$ cat src/hw/sos_pkg.sv
// Purpose: Shared constants and types for the servo output status block
// Assumes: 25 MHz system clock, register port with one-cycle read latency
// Notes:   Offsets are word addresses on the plain register port
package sos_pkg;

   // ------------------------------------------------------------
   // Clock and timing
   // ------------------------------------------------------------
   localparam int CLK_HZ = 25000000;
   localparam int BLINK_MS = 250;
   localparam int BLINK_CYC = CLK_HZ / 1000 * BLINK_MS;
   localparam int Z_MAX_PPR = 3000;

   // ------------------------------------------------------------
   // Register map
   // ------------------------------------------------------------
   localparam logic [3:0] REG_CTRL = 4'h0;
   localparam logic [3:0] REG_FUNC = 4'h1;
   localparam logic [3:0] REG_INPOS = 4'h2;
   localparam logic [3:0] REG_MOVE = 4'h3;
   localparam logic [3:0] REG_RES = 4'h4;
   localparam logic [3:0] REG_STAT = 4'h5;
   localparam logic [3:0] REG_CODE = 4'h6;
   localparam logic [3:0] REG_ALARM = 4'h7;

   // CTRL fields
   localparam int CTRL_SEL = 0;
   localparam int CTRL_GEN0 = 1;
   localparam int CTRL_GEN2 = 3;
   localparam int CTRL_SRV_REQ = 4;

   // Reset values
   localparam logic [4:0] CTRL_RST = 5'h10;
   localparam logic [15:0] INPOS_RST = 16'h000a;
   localparam logic [15:0] MOVE_RST = 16'h0064;
   localparam logic [15:0] RES_RST = 16'h03e8;

   // Status report codes
   localparam logic [15:0] CODE_INPOS = 16'h0008;
   localparam logic [15:0] CODE_SRVOFF = 16'h0010;
   localparam logic [15:0] CODE_WARN = 16'h0100;
   localparam logic [15:0] CODE_STO = 16'h0400;

   // Output function codes
   localparam logic [3:0] FN_GENERAL = 4'h0;
   localparam logic [3:0] FN_INPOS = 4'h1;
   localparam logic [3:0] FN_WARN = 4'h2;
   localparam logic [3:0] FN_MOVE = 4'h5;
   localparam logic [3:0] FN_SERVO = 4'h8;
   localparam logic [3:0] FN_TORQUE = 4'h9;

   // Alarm bit positions in REG_ALARM
   localparam int ALM_OVERLOAD = 0;
   localparam int ALM_POSERR = 5;

   typedef enum logic [2:0] {
      LED_OFF, LED_RED, LED_MAGENTA, LED_GREEN,
      LED_CYAN, LED_BLUE, LED_WHITE, LED_YELLOW
   } sos_color_t;

   typedef struct packed {
      logic [3:0] addr;
      logic [31:0] wdata;
      logic wr;
      logic rd;
   } sos_req_t;

   typedef struct packed {
      logic [31:0] pos_err;
      logic [15:0] speed;
      logic [31:0] shaft_pos;
      logic [5:0] alarms;
      logic [1:0] limits;
      logic [1:0] warn_other;
      logic torque_in;
      logic sto_ok;
   } sos_mot_t;

endpackage : sos_pkg

$ cat src/hw/sos_abz.sv
// Purpose: Quadrature A/B/Z emulation from shaft position
// Assumes: Shaft position counts one turn per 2^16 units
// Notes:   Resolution clamped to the maximum ppr
`timescale 1ns/100ps
module sos_abz (
   input wire logic clk_sys,
   input wire logic rst_n,
   input wire logic [15:0] res_ppr,
   input wire logic [31:0] shaft_pos,
   output logic phase_a,
   output logic phase_b,
   output logic phase_z
);
   import sos_pkg::*;

   logic [15:0] ppr;
   logic [33:0] quad;
   logic [1:0] q_nxt, q_r;
   logic [15:0] turn_r, turn_nxt;
   logic z_nxt, z_r;

   // Clamp of output resolution
   assign ppr = (res_ppr < 16'(Z_MAX_PPR)) ? res_ppr : 16'(Z_MAX_PPR); // RULE5
   // Four quarter states per ppr line within one turn
   assign quad = 34'({2'b00, shaft_pos[15:0]} * {ppr, 2'b00}) >> 16;

   always_comb begin
      q_nxt = quad[1:0];
      turn_nxt = shaft_pos[31:16];
      z_nxt = (turn_nxt != turn_r); // RULE4
   end

   always_ff @(posedge clk_sys or negedge rst_n) begin
      if (!rst_n) begin
         q_r <= 2'h0;
         turn_r <= 16'h0;
         z_r <= 1'b0;
      end else begin
         q_r <= q_nxt;
         turn_r <= turn_nxt;
         z_r <= z_nxt;
      end
   end

   // Gray sequence: B leads on rising count, A leads when falling
   assign phase_a = q_r[1]; // RULE20
   assign phase_b = q_r[1] ^ q_r[0]; // RULE20
   assign phase_z = z_r;

endmodule : sos_abz

$ cat src/hw/sos_top.sv
// Purpose: Output status logic: assignable outputs, alarm, SAFE_TORQUE_OFF, LED
// Assumes: Inputs synchronous to clk_sys
// Notes:   Registers on a plain word-addressed port
//
// Operation
// (RULE1) Four outputs, fourth fixed to alarm
// (RULE2) Any alarm forces servo off; code still turns servo on for one cycle on SAFE_TORQUE_OFF restore
// (RULE3) Selector zero drives A, B, Z phases
// (RULE4) One Z pulse per shaft turn
// (RULE5) Encoder resolution clamped at 3000 ppr
// (RULE6) Selector one uses per-output function codes
// (RULE7) Function code decode table
// (RULE8) Warning output during any warning
// (RULE9) In-position when within range of target
// (RULE10) In-position drops when deviation exceeds range
// (RULE11) Motion output above speed threshold
// (RULE12) Torque limit output follows input four
// (RULE13) Only assigned functions reach pins
// (RULE14) SAFE_TORQUE_OFF voltage loss: servo off, code 1024
// (RULE15) SAFE_TORQUE_OFF restore clears alarm, servo on
// (RULE16) Seven-colour LED, fixed priority
// (RULE17) Steady, flashing or alternating patterns
// (RULE18) Limit sensor gives warning code 256
// (RULE19) Blink period fixed from clock
// (RULE20) A leads B one way, B the other
`timescale 1ns/100ps
module sos_top (
   input wire logic clk_sys,
   input wire logic resetn,
   input wire sos_pkg::sos_req_t bus_req,
   output logic [31:0] rdata,
   input wire sos_pkg::sos_mot_t mot,
   output logic output_one,
   output logic output_two,
   output logic output_three,
   output logic output_alarm,
   output logic servo_on,
   output logic motor_power_en,
   output logic [2:0] led_color
);
   import sos_pkg::*;

   // ------------------------------------------------------------
   // Reset release
   // ------------------------------------------------------------
   logic rst_s1, rst_n;
   always_ff @(posedge clk_sys or negedge resetn) begin
      if (!resetn) begin
         rst_s1 <= 1'b0;
         rst_n <= 1'b0;
      end else begin
         rst_s1 <= 1'b1;
         rst_n <= rst_s1;
      end
   end

   // ------------------------------------------------------------
   // Registers
   // ------------------------------------------------------------
   logic [4:0] ctrl_r, ctrl_nxt;
   logic [11:0] func_r, func_nxt;
   logic [15:0] inpos_r, inpos_nxt, move_r, move_nxt, res_r, res_nxt;
   logic [31:0] rdata_nxt;
   logic [15:0] code_r, code_nxt;
   logic srv_r, srv_nxt, sto_prev_r, sto_prev_nxt;
   logic inpos_st_r, inpos_st_nxt;
   logic [2:0] outs_r, outs_nxt;
   logic alarm_r, alarm_nxt, pwr_r, pwr_nxt;
   sos_color_t led_r, led_nxt;
   logic any_alarm, any_warn, sto_act, sto_back, moving, torque;
   logic [31:0] err_abs;
   logic [2:0] fn_val;
   logic pa, pb, pz;

   assign any_alarm = |mot.alarms;
   assign any_warn = (|mot.limits) | (|mot.warn_other); // RULE8 RULE18
   assign sto_act = !mot.sto_ok;
   assign sto_back = mot.sto_ok && !sto_prev_r;
   assign moving = mot.speed > move_r; // RULE11
   assign torque = mot.torque_in; // RULE12
   assign err_abs = mot.pos_err[31] ? -mot.pos_err : mot.pos_err;

   always_comb begin
      ctrl_nxt = ctrl_r;
      func_nxt = func_r;
      inpos_nxt = inpos_r;
      move_nxt = move_r;
      res_nxt = res_r;
      rdata_nxt = 32'h0;
      if (bus_req.wr) begin
         unique case (bus_req.addr)
            REG_CTRL: ctrl_nxt = bus_req.wdata[4:0];
            REG_FUNC: func_nxt = bus_req.wdata[11:0];
            REG_INPOS: inpos_nxt = bus_req.wdata[15:0];
            REG_MOVE: move_nxt = bus_req.wdata[15:0];
            REG_RES: res_nxt = bus_req.wdata[15:0];
            default: ;
         endcase
      end
      if (bus_req.rd) begin
         unique case (bus_req.addr)
            REG_CTRL: rdata_nxt = {27'h0, ctrl_r};
            REG_FUNC: rdata_nxt = {20'h0, func_r};
            REG_INPOS: rdata_nxt = {16'h0, inpos_r};
            REG_MOVE: rdata_nxt = {16'h0, move_r};
            REG_RES: rdata_nxt = {16'h0, res_r};
            REG_STAT: rdata_nxt = {24'h0, pwr_r, inpos_st_r, alarm_r,
                                   srv_r, outs_r, sto_act};
            REG_CODE: rdata_nxt = {16'h0, code_r};
            REG_ALARM: rdata_nxt = {26'h0, mot.alarms};
            default: rdata_nxt = 32'h0;
         endcase
      end
   end

   always_ff @(posedge clk_sys or negedge rst_n) begin
      if (!rst_n) begin
         ctrl_r <= CTRL_RST;
         func_r <= 12'h0;
         inpos_r <= INPOS_RST;
         move_r <= MOVE_RST;
         res_r <= RES_RST;
         rdata <= 32'h0;
      end else begin
         ctrl_r <= ctrl_nxt;
         func_r <= func_nxt;
         inpos_r <= inpos_nxt;
         move_r <= move_nxt;
         res_r <= res_nxt;
         rdata <= rdata_nxt;
      end
   end

   // ------------------------------------------------------------
   // Encoder emulation
   // ------------------------------------------------------------
   sos_abz u_abz (
      .clk_sys(clk_sys),
      .rst_n(rst_n),
      .res_ppr(res_r),
      .shaft_pos(mot.shaft_pos),
      .phase_a(pa),
      .phase_b(pb),
      .phase_z(pz)
   );

   // ------------------------------------------------------------
   // Servo state, SAFE_TORQUE_OFF and output mux
   // ------------------------------------------------------------
   always_comb begin
      // Window check first, the status code below reads it
      inpos_st_nxt = (err_abs <= {16'h0, inpos_r}); // RULE9 RULE10
      alarm_nxt = any_alarm && !sto_back; // RULE1 RULE15
      srv_nxt = srv_r;
      sto_prev_nxt = mot.sto_ok;
      pwr_nxt = mot.sto_ok; // RULE14
      code_nxt = code_r;
      if (sto_act) begin
         srv_nxt = 1'b0; // RULE14
         code_nxt = CODE_STO; // RULE14
      end else if (sto_back) begin
         srv_nxt = 1'b1; // RULE15
         code_nxt = CODE_INPOS;
      end else if (any_alarm) begin
         srv_nxt = 1'b0; // RULE2
      end else begin
         srv_nxt = ctrl_r[CTRL_SRV_REQ];
         if (|mot.limits)
            code_nxt = CODE_WARN; // RULE18
         else if (!srv_nxt)
            code_nxt = CODE_SRVOFF;
         else if (inpos_st_nxt)
            code_nxt = CODE_INPOS;
      end
   end

   // Per-output function decode
   for (genvar i = 0; i < 3; i++) begin : g_fn
      always_comb begin
         unique case (func_r[i*4 +: 4]) // RULE7 RULE13
            FN_GENERAL: fn_val[i] = ctrl_r[CTRL_GEN0 + i];
            FN_INPOS: fn_val[i] = inpos_st_r;
            FN_WARN: fn_val[i] = any_warn;
            FN_MOVE: fn_val[i] = moving;
            FN_SERVO: fn_val[i] = srv_r;
            FN_TORQUE: fn_val[i] = torque;
            default: fn_val[i] = 1'b0;
         endcase
      end
   end

   always_comb begin
      if (!ctrl_r[CTRL_SEL])
         outs_nxt = {pz, pb, pa}; // RULE3
      else
         outs_nxt = fn_val; // RULE6
   end

   always_ff @(posedge clk_sys or negedge rst_n) begin
      if (!rst_n) begin
         srv_r <= 1'b0;
         // Idle level of the SAFE_TORQUE_OFF input, so no false restore after reset
         sto_prev_r <= 1'b1;
         pwr_r <= 1'b0;
         code_r <= CODE_SRVOFF;
         inpos_st_r <= 1'b0;
         alarm_r <= 1'b0;
         outs_r <= 3'h0;
      end else begin
         srv_r <= srv_nxt;
         sto_prev_r <= sto_prev_nxt;
         pwr_r <= pwr_nxt;
         code_r <= code_nxt;
         inpos_st_r <= inpos_st_nxt;
         alarm_r <= alarm_nxt;
         outs_r <= outs_nxt;
      end
   end

   // ------------------------------------------------------------
   // Status LED
   // ------------------------------------------------------------
   // One divider serves flash and alternate phases
   logic [22:0] blink_cnt_r, blink_cnt_nxt;
   logic phase_r, phase_nxt;

   always_comb begin
      blink_cnt_nxt = blink_cnt_r + 23'h1;
      phase_nxt = phase_r;
      if (blink_cnt_r == 23'(BLINK_CYC - 1)) begin // RULE19
         blink_cnt_nxt = 23'h0;
         phase_nxt = !phase_r;
      end
      // Priority order from top row downward
      if (sto_act)
         led_nxt = LED_WHITE; // RULE16 RULE17
      else if (|mot.alarms[4:0])
         led_nxt = phase_r ? LED_RED : LED_YELLOW;
      else if (mot.alarms[ALM_POSERR])
         led_nxt = phase_r ? LED_RED : LED_OFF;
      else if (!srv_r)
         led_nxt = LED_BLUE;
      else if (any_warn)
         led_nxt = phase_r ? LED_MAGENTA : LED_CYAN;
      else if (torque)
         led_nxt = phase_r ? LED_GREEN : LED_OFF;
      else
         led_nxt = LED_GREEN;
   end

   always_ff @(posedge clk_sys or negedge rst_n) begin
      if (!rst_n) begin
         blink_cnt_r <= 23'h0;
         phase_r <= 1'b0;
         led_r <= LED_OFF;
      end else begin
         blink_cnt_r <= blink_cnt_nxt;
         phase_r <= phase_nxt;
         led_r <= led_nxt;
      end
   end

   assign output_one = outs_r[0];
   assign output_two = outs_r[1];
   assign output_three = outs_r[2];
   assign output_alarm = alarm_r;
   assign servo_on = srv_r;
   assign motor_power_en = pwr_r;
   assign led_color = led_r;
endmodule : sos_top
$ cat config.mk
export PLATFORM = sky130hd
export DESIGN_NAME = sos_top
export DESIGN_NICKNAME = d
export VERILOG_FILES = /design/src/hw/sos_pkg.sv /design/src/hw/sos_abz.sv /design/src/hw/sos_top.sv
export SDC_FILE = /design/constraint.sdc
export NUM_CORES = 1
export LEC_CHECK = 0
export ABC_CLOCK_PERIOD_IN_PS = 9250
export BUFFER_PORTS_ARGS = -buffer_cell sky130_fd_sc_hd__buf_2
export CAP_MARGIN = 0
export CORE_MARGIN = 1
export CORE_UTILIZATION = 40
export DETAILED_ROUTE_END_ITERATION = 8
export PLACE_DENSITY_LB_ADDON = 0.08
export SLEW_MARGIN = 10
export SYNTH_ARGS = -nofsm -noshare
export SYNTH_HDL_FRONTEND = slang
export SYNTH_SLANG_ARGS = --single-unit
$ cat constraint.sdc
create_clock -name clk_sys -period 9.25 [get_ports clk_sys]
set_input_delay 0.4625 -clock clk_sys [delete_from_list [all_inputs] [get_ports clk_sys]]
set_output_delay 0.4625 -clock clk_sys [all_outputs]
set_load 0.01 [all_outputs]
==> flow_metrics.py, run 1 <==
metrics = {
    "run_status": {
        "outcome": "complete, no violations",
    },
    "critical_path": {
        "cp-end-kind": "flop",
        "crit_start": "res_r[12]$_DFFE_PN0P_",
        "cp-endpoint": "u_abz.q_r[1]$_DFF_PN0_",
        "crit_path_max_fanout": 18,
        "ff2ff_path_depth": 23,
        "r2r_end": "u_abz.q_r[1]$_DFF_PN0_",
        "r2r_slack_ps": 1720,
        "start_kind": "flop",
        "r2r_start": "res_r[12]$_DFFE_PN0P_",
        "critical_path_required_ps": 9550,
        "crit_type": "flop to flop",
        "cp.arrival_ps": 7830,
    },
    "drt": {
        "drtIter0Drc": 506,
        "vias": 8827,
        "drt_pre_antenna_iters": 7,
        "postRouteAntennaNets": 0,
        "via_per_inst": 5.17,
        "finalWirelength_mm": 30.6,
        "wl_per_cell_um": 17.9,
        "post-route-drc-count": 0,
    },
    "floorplanning": {
        "rows": 61,
        "io_pins": 173,
        "die_area_um2": 29500,
        "fp.dieW_um": 172,
        "die_h_um": 172,
        "design.core.area_um2": 28100,
        "start_util_pct": 41.0,
    },
    "hold_path": {
        "hold_path.startpoint": "mot[41]",
        "hp-class": "input port to flop",
    },
    "cts": {
        "cts_hold_buf": 1,
        "clkLatencyLatePin_ps": 430,
        "cts.clk_slew.worst_paths_ps": 60,
        "cts_root_buf": "clkbuf_16",
        "cts_made_buffers": 17,
        "cts_tree": "built",
        "cts_setup_buffers": 0,
        "htree_num_levels": 4,
        "cts_resized": 0,
        "clock_sinks": 141,
        "clk_path_buf_depth": 2,
    },
    "pwr": {
        "internal_power_w": 0.00218,
        "p_per_area_nw_per_um2": 287,
        "ir_worst_vdd_uv": 174,
        "seqPwrFrac_pct": 22.1,
        "leakage_nw": 6.30,
        "combPwrFrac_pct": 59.1,
        "switchingPower_w": 0.00161,
        "clkPwrFrac_pct": 18.8,
        "switching_share_pct": 42.5,
    },
    "cells_and_area": {
        "area_growth_pct": 14.4,
        "drive_gt1_share_pct": 20.7,
        "final_cell_count_no_fill": 1706,
        "nets": 1605,
        "finalInstanceArea_um2": 13200,
        "fillers": 2777,
    },
    "synth": {
        "synth_simple_gate_area_share_pct": 16.5,
        "ys_warn_count": 0,
        "syn_avg_cell_area_um2": 9.73,
        "netlist_top_cells_count": "inv_1 (150), dfrtp_1 (127), nand2_1 (84)",
        "async_flop_share_pct": 100,
        "yosysMostFrequentCell": "inv_1",
        "synth_xor_area_share_pct": 5.78,
        "synth.distinct_cells": 71,
        "syn_inst": 1184,
        "synthFlopType": "dfrtp_1",
        "synth_compound_area_share_pct": 9.50,
        "ys_ff_latch": 141,
        "synth_top_family_by_area": "adder cells",
        "synth_top_area_share_pct": 27.6,
        "synth_edf_count": 0,
        "yosysTopAreaCell": "dfrtp_1",
        "synth_fa_ha_area_share_pct": 22.4,
        "synthTopCellsByArea": "dfrtp_1 (28%), fa_1 (14%), ha_1 (8.7%)",
        "syn_area_um2": 11500,
        "ys_seq_area_share_pct": 30.8,
        "synth.area.mux_share_pct": 7.49,
    },
    "global_routing": {
        "grt_pass1_wl_mm": 49.1,
        "grt_pass1_vias": 8881,
        "antenna_found_initial": 1,
        "grt_max_degree": 56,
        "grt-ovfl-total": 0,
        "grtUsageTotal_pct": 22.0,
    },
    "sta": {
        "hold_viol": 0,
        "period_share_pct": 81.4,
        "maxSlewViolCount": 0,
        "finalSetupViolations": 0,
        "holdWs_ps": 160,
        "fin_ws_ps": 1720,
        "maxSlewHeadroom_pct": 36.6,
        "fin_setup_tns_ps": 0,
        "finalCriticalPeriod_ps": 7530,
        "rsz0062_at_grt": "false",
        "fmax_mhz": 133,
        "finClkSkew_ps": 13.4,
        "worst_pin_slew_ps": 948,
    },
    "job": {
        "maxCapViolations": 0,
    },
    "place": {
        "dp_slack_ps": 1740,
        "port_buffers": 140,
        "place_inst": 1672,
        "gp_congestion": 0.816,
        "hpwlAfterDp_mm": 23.5,
        "post_dp_cell_area_um2": 12600,
    },
}
power groups by stage:
stage	sequential [W]	clock, W	combinational (W)
2_1_floorplan	0.000803	0	0.00173
3_3_place_gp	0.000844	0	0.00228
3_5_place_dp	0.000844	0	0.00229
4_1_cts	0.000834	0.000725	0.00231
5_1_grt	0.000849	0.000753	0.00261
6_report	0.000836	0.000710	0.00224
cell usage in the layout, fill, tap and decap left out, types with 28 or more instances in the layout:
| cell | synthesis | routed |
|---|---|---|
| inv_1 | 150 | 150 |
| xnor2_1 | 34 | 34 |
| and2_1 | 40 | 40 |
| ha_1 | 80 | 80 |
| dfrtp_1 | 127 | 126 |
| mux2_2 | 66 | 66 |
| nor3_1 | 29 | 28 |
| xor2_1 | 35 | 35 |
| a21oi_1 | 38 | 38 |
| fa_1 | 79 | 79 |
| nand3_1 | 36 | 36 |
| buf_2 | 1 | 140 |
| o21ai_0 | 39 | 39 |
| nand2_1 | 84 | 84 |
| nor2_1 | 54 | 54 |
how the worst min path moves through the flow:
stage / end / slack (ps) / depth (start not counted)
after floorplan: rst_n$_DFF_PN0_ / 170 / 0
after global placement: rst_s1$_DFF_PN0_ / 250 / 1
after detailed placement: rst_s1$_DFF_PN0_ / 250 / 1
after CTS: u_abz.turn_r[13]$_DFF_PN0_ / 140 / 1
after global routing: u_abz.turn_r[13]$_DFF_PN0_ / 140 / 1
final: u_abz.turn_r[13]$_DFF_PN0_ / 160 / 1
critical path: stages, from the launching register on:
cell and delay (ps):
dfrtp_1 400, or4_4 580, a21oi_2 380, and2_1 480, buf_4 320, nand2b_1 400
and2_1 340, fa_1 530, inv_1 50, fa_1 470, inv_1 40, ha_1 200
fa_1 490, fa_1 490, inv_1 50, fa_1 540, inv_1 40, ha_1 310
a21oi_1 150, a21boi_0 80, o21ai_0 190, a32oi_2 160, a21oi_1 270, xnor3_1 430
stage by stage:
step | utilization, % | power, W
after floorplan | - | 0.00253
after global placement | 44.7 | 0.00312
after detailed placement | 44.7 | 0.00313
after CTS | 46.9 | 0.00387
after global routing | 46.9 | 0.00421
final | 46.9 | 0.00378
sequential cells by signal (all words and copies together), names as in the netlist, 2 cells and up:
| name | flops |
|---|---|
| blink_cnt_r | 23 |
| inpos_r | 16 |
| move_r | 16 |
| rdata | 16 |
| res_r | 16 |
| u_abz.turn_r | 16 |
| func_r | 12 |
| ctrl_r | 5 |
| code_r | 4 |
| led_color | 3 |
| outs_r | 3 |
| u_abz.q_r | 2 |
routing by layer:
layer / up-vias / global-route usage (%) / share of wire (%)
li1: 4261 / - / -
met5: - / 0 / 0
met4: 0 / 5.08 / 0.97
met3: 19 / 3.73 / 4.6
met2: 201 / 36.4 / 48
met1: 4346 / 30.0 / 46
kinds of logic after synthesis:
family,after synthesis
simple gates,357
buf+inv,210
compound gates,165
fa+ha+maj,159
flops,141
mux,78
xor+xnor,72
other cells,2
final cells by class:
| class | count | area [µm²] | share of cell area [%] |
|---|---|---|---|
| multi-input cells | 854 | 7210 | 54.7 |
| flip-flops and latches | 141 | 3550 | 26.9 |
| repair buffers | 150 | 778 | 5.90 |
| inverters | 150 | 563 | 4.27 |
| well taps | 378 | 473 | 3.59 |
| clock buffers | 20 | 447 | 3.39 |
| clock inverters | 12 | 161 | 1.22 |
| diodes | 1 | 2.50 | 0.0190 |
No activity file was read; power rests on OpenSTA's default activity.
==> run 2: changes to the inputs <==
--- a/config.mk
+++ b/config.mk
@@ -5,7 +5,8 @@
 export SDC_FILE = /design/constraint.sdc
 export NUM_CORES = 1
 export LEC_CHECK = 0
-export ABC_CLOCK_PERIOD_IN_PS = 9250
+export ABC_AREA = 1
+export ABC_CLOCK_PERIOD_IN_PS = 6750
 export BUFFER_PORTS_ARGS = -buffer_cell sky130_fd_sc_hd__buf_2
 export CAP_MARGIN = 0
 export CORE_MARGIN = 1
==> constraint.sdc (replaced) <==
create_clock -name clk_sys -period 6.75 [get_ports clk_sys]
set_input_delay 0.3375 -clock clk_sys [delete_from_list [all_inputs] [get_ports clk_sys]]
set_output_delay 0.3375 -clock clk_sys [all_outputs]
set_load 0.01 [all_outputs]
==> flow_metrics.py, run 2 <==
metrics = {
    "global_routing": {
        "grt_max_degree": 86,
        "grt_pass1_wl_mm": 54.2,
        "grtUsageTotal_pct": 22.5,
        "use_met1_pct": 30.4,
        "grt_pass1_vias": 10400,
        "grt_use_met3_pct": 2.63,
        "groute.layer.met2.usage_pct": 37.9,
        "top_usage_layer": "met2",
        "grt-ovfl-total": 0,
        "antenna_found_initial": 0,
    },
    "cells_and_area": {
        "largest_reg_flops": 23,
        "nets": 2044,
        "area_growth_pct": 13.4,
        "final_cell_mix": "nand2_1 (386), inv_1 (336), buf_2 (140)",
        "diodes": 0,
        "utilization_pct": 46.4,
        "fillers": 3105,
        "drive_gt1_share_pct": 13.8,
        "layout_commonest_cell": "nand2_1",
        "top_register": "blink_cnt_r",
    },
    "critical_path": {
        "cp-end-kind": "flop",
        "r2r_slack_ps": 430,
        "critical_path_required_ps": 7050,
        "crit_type": "flop to flop",
        "crit_path_max_fanout": 10,
        "start_kind": "flop",
        "cp.arrival_ps": 6620,
    },
    "sta": {
        "fmax_mhz": 158,
        "maxSlewViolCount": 0,
        "finClkSkew_ps": 14.9,
        "hold_viol": 0,
        "finalSetupViolations": 0,
        "rsz0062_at_grt": "false",
        "finalCriticalPeriod_ps": 6320,
        "maxSlewHeadroom_pct": 27.8,
        "fin_setup_tns_ps": 0,
        "worst_pin_slew_ps": 1080,
        "period_share_pct": 93.6,
    },
    "cts": {
        "cts_made_buffers": 17,
        "htree_num_levels": 4,
        "clk_path_buf_depth": 2,
        "cts.clk_slew.worst_paths_ps": 70,
        "clock_sinks": 141,
        "clkLatencyLatePin_ps": 430,
        "cts_root_buf": "clkbuf_16",
        "cts_tree": "built",
    },
    "synth": {
        "synth.area.mux_share_pct": 0,
        "yosysMostFrequentCell": "nand2_1",
        "syn_inst": 1609,
        "synth_compound_area_share_pct": 9.26,
        "synth_top_area_share_pct": 26.1,
        "synth_edf_count": 0,
        "yosysTopAreaCell": "dfrtp_1",
        "async_flop_share_pct": 100,
        "synth_fa_ha_area_share_pct": 21.2,
        "synthTopCellsByArea": "dfrtp_1 (26%), fa_1 (13%), nand2_1 (12%)",
        "synth_top_family_by_area": "simple AND/OR/NAND/NOR gates",
        "synth.distinct_cells": 56,
        "ys_ff_latch": 141,
        "syn_area_um2": 12200,
        "syn_avg_cell_area_um2": 7.57,
        "synthFlopType": "dfrtp_1",
        "ys_warn_count": 0,
        "synth_simple_gate_area_share_pct": 24.7,
        "netlist_top_cells_count": "nand2_1 (386), inv_1 (336), nor2_1 (132)",
        "ys_seq_area_share_pct": 29.1,
        "synth_xor_area_share_pct": 3.02,
    },
    "drt": {
        "via_per_inst": 4.90,
        "postRouteAntennaNets": 0,
        "wl_per_cell_um": 15.6,
        "vias": 10600,
        "drtIter0Drc": 589,
        "drt_pre_antenna_iters": 6,
        "finalWirelength_mm": 33.7,
        "post-route-drc-count": 0,
    },
    "pwr": {
        "p_per_area_nw_per_um2": 401,
        "leakage_nw": 7.41,
        "total_power_w": 0.00554,
        "ir_worst_vdd_uv": 473,
    },
    "run_status": {
        "outcome": "complete, no violations",
    },
    "floorplanning": {
        "die_area_um2": 31200,
        "io_pins": 173,
        "rows": 63,
        "die_h_um": 177,
        "fp.dieW_um": 177,
        "design.core.area_um2": 29800,
        "start_util_pct": 40.9,
    },
    "hold_path": {
        "hp-class": "input port to flop",
    },
    "place": {
        "hpwlAfterDp_mm": 26.9,
        "port_buffers": 140,
        "gp_congestion": 0.883,
    },
    "job": {
        "maxCapViolations": 0,
    },
}
[run 2: cell count changes in the layout (fill, tap and decap cells not counted), sizes merged, moves of 16 or more]
cell   change
nor2b     -17
inv      +197
and3      -27
mux2      -66
nand3     +37
and2      -38
xnor2     -16
nor2      +88
nand2    +315
o21ai     +56
[run 2: routing by layer]
metal | share of wire [%] | routed length [µm]
met1 | 46 | 15400
met2 | 48 | 16200
met3 | 4.4 | 1480
met4 | 1.9 | 638
met5 | 0 | 0
[run 2: final timing paths]
path / to / from / cells past startpoint
min in group asynchronous: rst_n$_DFF_PN0_ / resetn / 2
max: u_abz.q_r[0]$_DFF_PN0_ / res_r[14]$_DFFE_PN0P_ / 23
max reg2reg: u_abz.q_r[0]$_DFF_PN0_ / res_r[14]$_DFFE_PN0P_ / 23
min: u_abz.turn_r[4]$_DFF_PN0_ / mot[32] / 1
min reg2reg: rst_n$_DFF_PN0_ / rst_s1$_DFF_PN0_ / 0
max in group asynchronous: func_r[6]$_DFFE_PN0P_ / rst_n$_DFF_PN0_ / 1
[run 2: final cells by class]
| type | instances | area [µm²] | area share [%] |
|---|---|---|---|
| multi-input cells | 1100 | 7190 | 52.0 |
| well taps | 390 | 488 | 3.53 |
| flip-flops and latches | 141 | 3550 | 25.7 |
| clock inverters | 13 | 110 | 0.797 |
| inverters | 346 | 1300 | 9.40 |
| repair buffers | 147 | 756 | 5.47 |
| clock buffers | 18 | 429 | 3.11 |
[run 2: worst max-delay path, cell delays in order, from the launching register on]
cell and delay, ps:
dfrtp_1 400, nor2_1 130, nand2_1 160, nor2_4 340
nand3_4 230, inv_1 250, nand2_1 110, fa_1 500
fa_1 490, inv_1 50, fa_1 520, fa_1 440
fa_1 590, inv_1 70, fa_1 530, inv_1 40
ha_1 310, nand2_1 90, inv_1 50, nand3_1 100
a21oi_1 70, a2111oi_0 410, o31ai_2 140, xor2_1 170
[run 2: metrics by stage]
| step | setup slack (ps) | area (µm²) | instances | hold WS, ps |
|---|---|---|---|---|
| after floorplan | 889 | 12300 | 1630 | 41.9 |
| after global placement | 292 | 13300 | 2122 | 122 |
| after detailed placement | 248 | 13300 | 2122 | 128 |
| after CTS | 213 | 13800 | 2154 | 8.85 |
| after global routing | 48.9 | 13800 | 2155 | 13.7 |
| final | 433 | 13800 | 2155 | 24.6 |
[run 2: power breakdown]
group	internal, W	switching, W	leakage [nW]
combinational	0.00139	0.00217	5.40
clock	0.000478	0.000412	0.254
sequential	0.000981	0.000103	1.75
[run 2: what timing repair did]
action,CTS,global route
setup endpoints to repair,0,2
hold buffers,1,0
hold endpoints to repair,2,0
buffers inserted,0,1
gates resized for setup,0,2
[run 2: kinds of logic (layout without fill, tap and decap cells)]
group / count (synthesis) / after routing
buffers and inverters: 389 / 524
AOI/OAI and AO/OA: 193 / 193
adders and majority gates: 159 / 159
xor gates and xnor gates: 42 / 42
and+or+nand+nor: 683 / 683
other: 2 / 23
DFF: 141 / 141
